<file path="src/logic/core_regs_pkg.sv">
/*
  Package for the CPU status, core control and register-set context block.
  Holds register indices, bit positions, reset values and the carrier
  structs shared by the register block and its flag-update helper.
  Assumes a single core clock domain; the CPU reaches the registers by
  register index over its own internal data path.
*/
package core_regs_pkg;

  // --------------------------------------------------------------------
  // Register indices (internal selects, not bus addresses)
  // --------------------------------------------------------------------
  localparam logic [1:0] IDX_CPU_FLAGS = 2'h0;
  localparam logic [1:0] IDX_CORE_CTRL = 2'h1;
  localparam logic [1:0] IDX_REG_SET = 2'h2;

  // --------------------------------------------------------------------
  // Status register bit positions
  // --------------------------------------------------------------------
  localparam int B_ACC_A_OVF = 15;
  localparam int B_ACC_B_OVF = 14;
  localparam int B_ACC_A_CLIP = 13;
  localparam int B_ACC_B_CLIP = 12;
  localparam int B_ANY_OVF = 11;
  localparam int B_ANY_CLIP = 10;
  localparam int B_LOOP_ACTIVE = 9;
  localparam int B_HALF_CARRY = 8;
  localparam int B_PRIO_HI = 7;
  localparam int B_PRIO_LO = 5;
  localparam int B_RPT_ON = 4;
  localparam int B_NEG = 3;
  localparam int B_SWRAP = 2;
  localparam int B_ZERO = 1;
  localparam int B_CARRY = 0;

  // --------------------------------------------------------------------
  // Core control bit positions and reset value
  // --------------------------------------------------------------------
  localparam int B_EXC_LAT = 15;
  localparam int B_MULT_HI = 13;
  localparam int B_MULT_LO = 12;
  localparam int B_EARLY_EXIT = 11;
  localparam int B_DEPTH_HI = 10;
  localparam int B_DEPTH_LO = 8;
  localparam int B_A_CLIP_EN = 7;
  localparam int B_B_CLIP_EN = 6;
  localparam int B_STORE_CLIP = 5;
  localparam int B_CLIP_WIDTH = 4;
  localparam int B_PRIO_MSB = 3;
  localparam int B_STACK_FRAME = 2;
  localparam int B_ROUND = 1;
  localparam int B_INT_FRAC = 0;

  // Context status fields
  localparam int B_CUR_SET_HI = 10;
  localparam int B_CUR_SET_LO = 8;
  localparam int B_MAN_SET_HI = 2;
  localparam int B_MAN_SET_LO = 0;

  localparam logic [15:0] CPU_FLAGS_RST = 16'h0000;
  localparam logic [15:0] CORE_CTRL_RST = 16'h0020;
  localparam logic [15:0] REG_SET_RST = 16'h0000;

  // Writable masks (read-only and derived bits excluded, except stack frame bit 2)
  localparam logic [15:0] CORE_CTRL_WMASK = 16'hb0f7;
  localparam logic [2:0] SET_ID_MAX = 3'h2;

  // --------------------------------------------------------------------
  // Carrier types
  // --------------------------------------------------------------------
  typedef enum logic [1:0] {MULT_SIGNED, MULT_UNSIGNED, MULT_MIXED,
                            MULT_RSVD} mult_mode_t;

  // One ALU result update, valid when upd is high
  typedef struct packed {
    logic upd;        // Flag update strobe
    logic byte_op;    // Byte-sized operation
    logic sub_op;     // Subtraction (carries are borrows)
    logic [15:0] a;   // First operand
    logic [15:0] b;   // Second operand (as presented to adder)
    logic [16:0] sum; // Adder result with carry-out
    logic upd_c;      // Operation affects carry
    logic upd_z;      // Operation affects zero
    logic upd_n;      // Operation affects negative
    logic upd_ov;     // Operation affects signed overflow
    logic upd_dc;     // Operation affects half carry
  } alu_result_t;

  // Decoded flags produced by the helper
  typedef struct packed {
    logic carry;
    logic zero_res;
    logic neg;
    logic swrap;
    logic half_carry;
  } alu_flags_t;

  // DSP engine, loop and context events
  typedef struct packed {
    logic acc_a_ovf;     // Accumulator A currently overflowed
    logic acc_b_ovf;     // Accumulator B currently overflowed
    logic acc_a_sat;     // Accumulator A saturated this cycle
    logic acc_b_sat;     // Accumulator B saturated this cycle
    logic do_active;     // DO loop in progress
    logic rpt_active;    // REPEAT loop in progress
    logic [2:0] do_depth;// Active DO nesting count
    logic frame_set;     // Stack frame becomes active
    logic frame_clr;     // Stack frame ends
    logic prio_msb_set;  // Priority level raised above 7
    logic [2:0] prio_set;// Priority value loaded by hardware
    logic prio_load;     // Load strobe for prio_set
    logic [2:0] cur_set; // Register set now in use
    logic man_sel;       // Manual set swap strobe
    logic [2:0] man_set; // Set chosen by the manual swap
  } core_events_t;

  // Mode outputs steering the DSP datapath
  typedef struct packed {
    logic exc_latency_mode;
    mult_mode_t mult_signedness;
    logic acc_a_clip_en;
    logic acc_b_clip_en;
    logic store_clip_en;
    logic clip_width_sel;
    logic round_mode;
    logic int_frac_sel;
    logic stack_frame_flag;
    logic early_loop_exit;
    logic user_irq_off;
    logic [3:0] cpu_prio;
  } core_modes_t;

endpackage

</file>
<file path="src/logic/alu_flag_calc.sv">
/*
  Flag decoder for one ALU result: carry, zero, negative, signed overflow
  and half carry for byte or word operations.
  Assumes the caller presents operands and the 17-bit sum of one addition
  (subtraction as a + ~b + 1); purely combinational.
*/
`timescale 1ns/1ps
module alu_flag_calc
  import core_regs_pkg::*;
(
  input wire alu_result_t res, // Operation and result
  output alu_flags_t flags     // Decoded flag values
);

  logic [3:0] lo_nib;
  logic [7:0] lo_byte;
  logic [4:0] nib_sum;
  logic [8:0] byte_sum;
  logic msb_a;
  logic msb_b;
  logic msb_r;

  // --------------------------------------------------------------------
  // Partial sums for half carry and byte-sized carry
  // --------------------------------------------------------------------
  always_comb begin
    lo_nib = res.a[3:0];
    lo_byte = res.a[7:0];
    nib_sum = {1'b0, lo_nib} + {1'b0, res.b[3:0]} + {4'h0, res.sub_op};
    byte_sum = {1'b0, lo_byte} + {1'b0, res.b[7:0]} + {8'h00, res.sub_op};
  end

  // Sign bits of the operation width
  always_comb begin
    msb_a = res.byte_op ? res.a[7] : res.a[15];
    msb_b = res.byte_op ? res.b[7] : res.b[15];
    msb_r = res.byte_op ? res.sum[7] : res.sum[15];
  end

  // Flags; subtraction carry is a borrow, so active carry means no borrow
  always_comb begin
    flags.carry = res.byte_op ? byte_sum[8] : res.sum[16];
    flags.half_carry = res.byte_op ? nib_sum[4] : byte_sum[8];
    flags.neg = msb_r;
    flags.swrap = (msb_a == msb_b) && (msb_r != msb_a);
    flags.zero_res = res.byte_op ? (res.sum[7:0] == 8'h00)
                                 : (res.sum[15:0] == 16'h0000);
  end

endmodule

</file>
<file path="src/logic/core_status_regs.sv">
/*
  CPU status, core control and register-set context registers.
  Holds the flag register, the DSP/loop control register and the context
  status register, updated by CPU register writes and by datapath events.
  Assumes the CPU drives one register access per cycle over its internal
  path, and the ALU, DSP engine and interrupt controller run on clk.
*/
`timescale 1ns/1ps

module core_status_regs
  import core_regs_pkg::*;
(
  input wire logic clk,                // Core clock, 200 MHz
  input wire logic rst_b,              // Asynchronous reset, active low
  input wire logic wr_en,              // CPU register write strobe
  input wire logic [1:0] wr_idx,       // Register index for the write
  input wire logic [15:0] wr_data,     // Write data
  input wire logic [1:0] rd_idx,       // Register index for reads
  output logic [15:0] rd_data,         // Read data, combinational mux
  input wire logic nesting_off,        // Interrupt nesting disabled
  input wire alu_result_t alu_res,     // ALU result for flag update
  input wire core_events_t ev,         // DSP, loop and context events
  output core_modes_t modes,           // Mode bits to the datapath
  output logic [15:0] cpu_flags_reg,   // Status register image
  output logic [15:0] core_ctrl_reg,   // Control register image
  output logic [15:0] reg_set_status_reg // Context status image
);

  // --------------------------------------------------------------------
  // Storage
  // --------------------------------------------------------------------
  logic acc_a_ovf_flag;
  logic acc_b_ovf_flag;
  logic acc_a_clip_sticky;
  logic acc_b_clip_sticky;
  logic loop_active;
  logic rpt_loop_on;
  logic half_carry;
  logic [2:0] cpu_prio_level;
  logic neg_flag;
  logic signed_wrap_flag;
  logic zero_flag;
  logic carry_flag;
  logic [15:0] ctrl_rw_reg;
  logic early_exit_reg;
  logic [2:0] loop_nest_depth;
  logic prio_level_msb;
  logic stack_frame_flag;
  logic [2:0] current_reg_set_id;
  logic [2:0] manual_reg_set_id;
  alu_flags_t alu_flags;
  logic wr_flags;
  logic wr_ctrl;
  logic wr_ctx;
  logic user_irq_block;

  // Register write decode; index 3 selects nothing and is dropped
  always_comb begin
    wr_flags = wr_en && (wr_idx == IDX_CPU_FLAGS);
    wr_ctrl = wr_en && (wr_idx == IDX_CORE_CTRL);
    wr_ctx = wr_en && (wr_idx == IDX_REG_SET);
  end

  // ALU flag decode lives in its own module to keep width logic apart
  alu_flag_calc u_flags (
    .res   (alu_res),
    .flags (alu_flags)
  );

  // --------------------------------------------------------------------
  // Accumulator overflow: live status, software writes are ignored and the
  // datapath level is loaded every cycle since it reflects the present accumulator state
  // --------------------------------------------------------------------
  always_ff @(posedge clk or negedge rst_b) begin
    if (!rst_b) begin
      acc_a_ovf_flag <= 1'b0;
      acc_b_ovf_flag <= 1'b0;
    end else begin
      acc_a_ovf_flag <= ev.acc_a_ovf;
      acc_b_ovf_flag <= ev.acc_b_ovf;
    end
  end

  // Sticky saturation; a new saturation beats a same-cycle clear
  always_ff @(posedge clk or negedge rst_b) begin
    if (!rst_b) begin
      acc_a_clip_sticky <= 1'b0;
      acc_b_clip_sticky <= 1'b0;
    end else begin
      if (ev.acc_a_sat) begin
        acc_a_clip_sticky <= 1'b1;
      end else if (wr_flags) begin
        // Direct write, or clearing the combined bit drops both
        acc_a_clip_sticky <= wr_data[B_ACC_A_CLIP] &&
                             wr_data[B_ANY_CLIP];
      end
      if (ev.acc_b_sat) begin
        acc_b_clip_sticky <= 1'b1;
      end else if (wr_flags) begin
        acc_b_clip_sticky <= wr_data[B_ACC_B_CLIP] &&
                             wr_data[B_ANY_CLIP];
      end
    end
  end

  // Loop activity is a read-only image of the sequencer
  always_ff @(posedge clk or negedge rst_b) begin
    if (!rst_b) begin
      loop_active <= 1'b0;
      rpt_loop_on <= 1'b0;
      loop_nest_depth <= 3'h0;
    end else begin
      loop_active <= ev.do_active;
      rpt_loop_on <= ev.rpt_active;
      loop_nest_depth <= ev.do_depth;
    end
  end

  // --------------------------------------------------------------------
  // ALU flags: an ALU update in the same cycle as a write wins, since
  // the instruction retiring later in program order owns the result.
  // The merge is per bit, so a write cannot pre-load a flag that the
  // same cycle's update also touches
  // --------------------------------------------------------------------
  always_ff @(posedge clk or negedge rst_b) begin
    if (!rst_b) begin
      carry_flag <= 1'b0;
      zero_flag <= 1'b0;
      neg_flag <= 1'b0;
      signed_wrap_flag <= 1'b0;
      half_carry <= 1'b0;
    end else begin
      if (wr_flags) begin
        carry_flag <= wr_data[B_CARRY];
        zero_flag <= wr_data[B_ZERO];
        neg_flag <= wr_data[B_NEG];
        signed_wrap_flag <= wr_data[B_SWRAP];
        half_carry <= wr_data[B_HALF_CARRY];
      end
      if (alu_res.upd) begin
        if (alu_res.upd_c) begin
          carry_flag <= alu_flags.carry;
        end
        if (alu_res.upd_z && !alu_flags.zero_res) begin
          zero_flag <= 1'b0;
        end else if (alu_res.upd_z) begin
          zero_flag <= 1'b1;
        end
        if (alu_res.upd_n) begin
          neg_flag <= alu_flags.neg;
        end
        if (alu_res.upd_ov) begin
          signed_wrap_flag <= alu_flags.swrap;
        end
        if (alu_res.upd_dc) begin
          half_carry <= alu_flags.half_carry;
        end
      end
    end
  end

  // Priority level bits; locked against software while nesting is off.
  // The controller's load wins over a software write: it marks an
  // exception entry or return that is already under way
  always_ff @(posedge clk or negedge rst_b) begin
    if (!rst_b) begin
      cpu_prio_level <= 3'h0;
    end else if (ev.prio_load) begin
      cpu_prio_level <= ev.prio_set;
    end else if (wr_flags && !nesting_off) begin
      cpu_prio_level <= wr_data[B_PRIO_HI:B_PRIO_LO];
    end
  end

  // --------------------------------------------------------------------
  // Core control: plain read/write mode bits
  // --------------------------------------------------------------------
  always_ff @(posedge clk or negedge rst_b) begin
    if (!rst_b) begin
      ctrl_rw_reg <= CORE_CTRL_RST & CORE_CTRL_WMASK;
    end else if (wr_ctrl) begin
      ctrl_rw_reg <= wr_data & CORE_CTRL_WMASK;
    end
  end

  // Early exit is a one-cycle command; it never stores
  // The loop sequencer must act on the pulse in the cycle it stands
  always_ff @(posedge clk or negedge rst_b) begin
    if (!rst_b) begin
      early_exit_reg <= 1'b0;
    end else begin
      early_exit_reg <= wr_ctrl && wr_data[B_EARLY_EXIT];
    end
  end

  // Priority msb: hardware sets it, software may only clear it
  always_ff @(posedge clk or negedge rst_b) begin
    if (!rst_b) begin
      prio_level_msb <= 1'b0;
    end else if (ev.prio_msb_set) begin
      prio_level_msb <= 1'b1;
    end else if (wr_ctrl && !wr_data[B_PRIO_MSB]) begin
      prio_level_msb <= 1'b0;
    end
  end

  // Stack frame status follows frame entry and exit
  // Entry wins over a same-cycle exit, so a new frame is never lost
  always_ff @(posedge clk or negedge rst_b) begin
    if (!rst_b) begin
      stack_frame_flag <= 1'b0;
    end else if (ev.frame_set) begin
      stack_frame_flag <= 1'b1;
    end else if (ev.frame_clr) begin
      stack_frame_flag <= 1'b0;
    end
  end

  // --------------------------------------------------------------------
  // Register set context; reserved codes are never stored
  // A reserved code keeps the previous identifier rather than showing
  // a value that software could mistake for a real register set
  // --------------------------------------------------------------------
  always_ff @(posedge clk or negedge rst_b) begin
    if (!rst_b) begin
      current_reg_set_id <= 3'h0;
      manual_reg_set_id <= 3'h0;
    end else begin
      if (ev.cur_set <= SET_ID_MAX) begin
        current_reg_set_id <= ev.cur_set;
      end
      if (ev.man_sel && ev.man_set <= SET_ID_MAX) begin
        manual_reg_set_id <= ev.man_set;
      end else if (wr_ctx && wr_data[B_MAN_SET_HI:B_MAN_SET_LO] <=
                   SET_ID_MAX) begin
        manual_reg_set_id <= wr_data[B_MAN_SET_HI:B_MAN_SET_LO];
      end
    end
  end

  // --------------------------------------------------------------------
  // Register images
  // --------------------------------------------------------------------
  // Status image; the combined bits have no storage and are rebuilt here
  always_comb begin
    cpu_flags_reg = CPU_FLAGS_RST;
    cpu_flags_reg[B_ACC_A_OVF] = acc_a_ovf_flag;
    cpu_flags_reg[B_ACC_B_OVF] = acc_b_ovf_flag;
    cpu_flags_reg[B_ACC_A_CLIP] = acc_a_clip_sticky;
    cpu_flags_reg[B_ACC_B_CLIP] = acc_b_clip_sticky;
    cpu_flags_reg[B_ANY_OVF] = acc_a_ovf_flag | acc_b_ovf_flag;
    cpu_flags_reg[B_ANY_CLIP] = acc_a_clip_sticky |
                                acc_b_clip_sticky;
    cpu_flags_reg[B_LOOP_ACTIVE] = loop_active;
    cpu_flags_reg[B_HALF_CARRY] = half_carry;
    cpu_flags_reg[B_PRIO_HI:B_PRIO_LO] = cpu_prio_level;
    cpu_flags_reg[B_RPT_ON] = rpt_loop_on;
    cpu_flags_reg[B_NEG] = neg_flag;
    cpu_flags_reg[B_SWRAP] = signed_wrap_flag;
    cpu_flags_reg[B_ZERO] = zero_flag;
    cpu_flags_reg[B_CARRY] = carry_flag;
  end

  // Early exit reads zero; depth and frame are read-only images
  always_comb begin
    core_ctrl_reg = ctrl_rw_reg;
    core_ctrl_reg[B_EARLY_EXIT] = 1'b0;
    core_ctrl_reg[B_DEPTH_HI:B_DEPTH_LO] = loop_nest_depth;
    core_ctrl_reg[B_PRIO_MSB] = prio_level_msb;
    core_ctrl_reg[B_STACK_FRAME] = stack_frame_flag;
  end

  // Context image; the unimplemented bits read zero
  always_comb begin
    reg_set_status_reg = REG_SET_RST;
    reg_set_status_reg[B_CUR_SET_HI:B_CUR_SET_LO] = current_reg_set_id;
    reg_set_status_reg[B_MAN_SET_HI:B_MAN_SET_LO] = manual_reg_set_id;
  end

  // Read mux; the unused index reads zero
  always_comb begin
    unique case (rd_idx)
      IDX_CPU_FLAGS: rd_data = cpu_flags_reg;
      IDX_CORE_CTRL: rd_data = core_ctrl_reg;
      IDX_REG_SET: rd_data = reg_set_status_reg;
      default: rd_data = 16'h0000;
    endcase
  end

  // --------------------------------------------------------------------
  // User interrupt gate: level 7 already masks every user source, and
  // any level above 7 does too
  // --------------------------------------------------------------------
  always_comb begin
    user_irq_block = prio_level_msb || (cpu_prio_level == 3'h7);
  end

  // --------------------------------------------------------------------
  // Mode outputs to the datapath
  // --------------------------------------------------------------------
  always_comb begin
    modes.exc_latency_mode = ctrl_rw_reg[B_EXC_LAT];
    modes.mult_signedness =
      mult_mode_t'(ctrl_rw_reg[B_MULT_HI:B_MULT_LO]);
    modes.acc_a_clip_en = ctrl_rw_reg[B_A_CLIP_EN];
    modes.acc_b_clip_en = ctrl_rw_reg[B_B_CLIP_EN];
    modes.store_clip_en = ctrl_rw_reg[B_STORE_CLIP];
    modes.clip_width_sel = ctrl_rw_reg[B_CLIP_WIDTH];
    modes.round_mode = ctrl_rw_reg[B_ROUND];
    modes.int_frac_sel = ctrl_rw_reg[B_INT_FRAC];
    // Datapath ignores page registers for W14/W15 while this is high
    modes.stack_frame_flag = stack_frame_flag;
    modes.early_loop_exit = early_exit_reg;
    modes.user_irq_off = user_irq_block;
    modes.cpu_prio = {prio_level_msb, cpu_prio_level};
  end

endmodule

</file>
<file path="config.mk">
export PLATFORM = sky130hd
export DESIGN_NAME = core_status_regs
export DESIGN_NICKNAME = d
export VERILOG_FILES = /design/src/logic/core_regs_pkg.sv /design/src/logic/alu_flag_calc.sv /design/src/logic/core_status_regs.sv
export SDC_FILE = /design/constraint.sdc
export NUM_CORES = 1
export LEC_CHECK = 0
export BUFFER_PORTS_ARGS = -buffer_cell sky130_fd_sc_hd__buf_2
export CORE_MARGIN = 3
export CORE_UTILIZATION = 42
export CTS_BUF_LIST = sky130_fd_sc_hd__clkbuf_4 sky130_fd_sc_hd__clkbuf_8 sky130_fd_sc_hd__clkbuf_16
export DETAILED_ROUTE_END_ITERATION = 12
export GPL_TIMING_DRIVEN = 0
export PLACE_DENSITY = 0.85
export SLEW_MARGIN = 15
export SYNTH_ARGS = -nofsm -noshare
export SYNTH_HDL_FRONTEND = slang
export SYNTH_SLANG_ARGS = --single-unit
</file>
<file path="constraint.sdc">
create_clock -name clk -period 2.04 [get_ports clk]
set_input_delay 0.204 -clock clk [delete_from_list [all_inputs] [get_ports clk]]
set_output_delay 0.204 -clock clk [all_outputs]
set_load 0.01 [all_outputs]
</file>
==> results.toml <==
[run_status]
status = "complete, but fails checks"
violations = "hold timing"

[clocking]
cts_buffer_depth = 2
htreeDepth = 2
clkSinkCount = 35
cts_made_buffers = 5
cts_tree = "yes"
cts.clk_slew.worst_paths_ps = 70
post_cts_resized = 0
cts-root-buf = "clkbuf_8"
cts_setup_buffers = 0
insertion_delay_ps = 280
postCtsHoldBufs = 0

[yosys]
async_reset_ff_frac = 1.00
netlist_area_mm2 = 0.00224
synthFlopType = "dfrtp_1"
synthCells = 230
yosysMostFrequentCell = "buf_4"
synth_top_area_cell = "dfrtp_1"
yosysWarnings = 0
ys_top_cells_by_count = "42 x buf_4, 34 x dfrtp_1, 23 x mux2i_1, 18 x nand2_1, 17 x nor2_1"
yosys.cell_types.count = 38
synthTopCellsByArea = "dfrtp_1 38%, buf_4 14%, mux2i_1 10%"
synth_seq_cells = 35
synth_top_area_frac = 0.380
synth_edf_count = 0
synth.avg_cell_area_um2 = 9.74
seq_area_frac_synth = 0.391

[die]
num_rows = 25
core-area_mm2 = 0.00494
io_pins = 184
fp.dieArea_mm2 = 0.00625
die_h_um = 79.0
chipWidth_um = 79.0
start_util = 0.453

[drt]
firstDrtPassIters = 4
ant_nets = 0
drc = 0
vias = 2183
routedWlPerCell_um = 13.2
viasPerCell = 4.66
postRouteWirelength_mm = 6.18
drtIter0Drc = 95

[setup_path]
critPathKind = "register to output pin"
start_kind = "register"
critPathMaxFanout = 4
arrival_ps = 1350
crit_required_ps = 1840
crit_path_end_kind = "output pin"

[timing]
tns_ps = 0
max_freq_mhz = 645
finalClockSkew_ps = 0
slew_viol_final = 0
worst-slew-pin-transition_ps = 745
setup_viol = 0
hold_violations = 34
final.period_utilization = 0.760
rsz0062_at_grt = "false"
whs_ps = -17.9
slew_headroom = 0.503
period_minus_slack_ps = 1550
layout_setup_ws_ps = 489

[global_routing]
overflow = 0
grt_max_degree = 36
grt_pass1_wl_mm = 9.57
grt_use_total = 0.195
grt_pass1_vias = 2133
antenna_found_initial = 0

[power_and_ir_drop]
p_leak_nw = 1.77
ir_drop_v = 0.000232
total_power_mw = 2.01
p_per_area_mw_per_mm2 = 625

[run]
cap_violations = 0

[cells_and_area]
final_layout_size_suffix_gt1_frac = 0.549
diodes = 0
nNetsFinal = 512
layout.area.seq_um2 = 877
multi_input_area_mm2 = 0.00105
fill_cells = 424
largest_register_ffs = 9
syn2layout_area_growth_pct = 43.3

[placed_design]
numPortBuffers = 152
dp_slack_ps = 582
place.gp.congestion = 0.793
place_hpwl_mm = 5.24

[min_path]
hold_class = "primary input to async pin"
path summary, 6_finish.rpt:
check / from / endpoint / slack, ps / cells after the start
hold reg to reg: current_reg_set_id[2] / current_reg_set_id[2] / 530 / 1
min in group clk: ev[16] / loop_nest_depth[2] / 20 / 1
max in group asynchronous: rst_b / cpu_prio_level[0] / 1580 / 1
setup / recovery: acc_b_clip_sticky / rd_data[10] / 490 / 4
setup reg to reg: acc_b_clip_sticky / acc_b_clip_sticky / 1050 / 2
hold / removal: rst_b / current_reg_set_id[1] / -20 / 1
layout by cell type (no fill, tap or decap), types with 2 or more instances in the layout:
cell,synthesis,routed
mux2i_1,23,23
a311o_1,2,2
nand2_1,18,18
buf_4,42,42
ha_1,8,8
a21o_1,4,4
inv_1,3,3
dfrtp_1,34,34
clkbuf_1,3,3
or2_2,2,2
a21oi_1,10,10
o21ai_1,3,3
a221oi_1,2,2
nand3b_1,2,2
nor2_1,17,17
buf_2,2,154
a31oi_1,4,4
clkbuf_8,0,5
nor4_1,4,4
conb_1,1,12
nor3b_1,2,2
nor2b_1,6,6
mux2_2,9,9
o21ai_0,12,12
clkinv_2,0,3
nand3_1,3,3
final cells by class:
cell class              count  area share
flip-flops and latches     35       0.273
multi-input cells         155       0.326
plain buffers              48       0.108
well taps                  67      0.0261
clock buffers               5      0.0214
repair buffers            152       0.237
inverters                   3     0.00351
clock inverters             3     0.00468
cell families after synthesis:
family / Yosys count / synth area share
fa+ha+maj: 8 / 0.0447
mux: 32 / 0.148
simple gates: 61 / 0.140
flops: 35 / 0.391
other cells: 1 / 0.00167
compound gates: 42 / 0.114
buf+inv: 51 / 0.160
through the flow:
step                instance area, um2  hold slack (ps)  std cells   util
floorplan                         2280            -91.6        241      -
global placement                  3130              312        460  0.633
detailed placement                3130              313        460  0.633
CTS                               3210             7.55        468  0.650
global route                      3210             4.42        468  0.650
finish                            3210            -17.9        468  0.650
metal layers:
metal	routed length, um	global-route usage	vias up
met5	0	0	-
met4	63	0.0515	0
met3	579	0.0590	6
met2	3180	0.360	118
met1	2350	0.216	968
li1	-	-	1091
critical path: stages, from the launching register on:
cell	delay [ps]
dfrtp_1	400
or2_2	320
mux2i_1	130
o21ai_0	80
buf_2	140
power breakdown:
part	switching, mW	internal, mW
Sequential	0.0750	0.775
Combinational	0.321	0.369
Clock	0.235	0.233
Total	0.631	1.38
No activity file was read; power rests on OpenSTA's default activity.
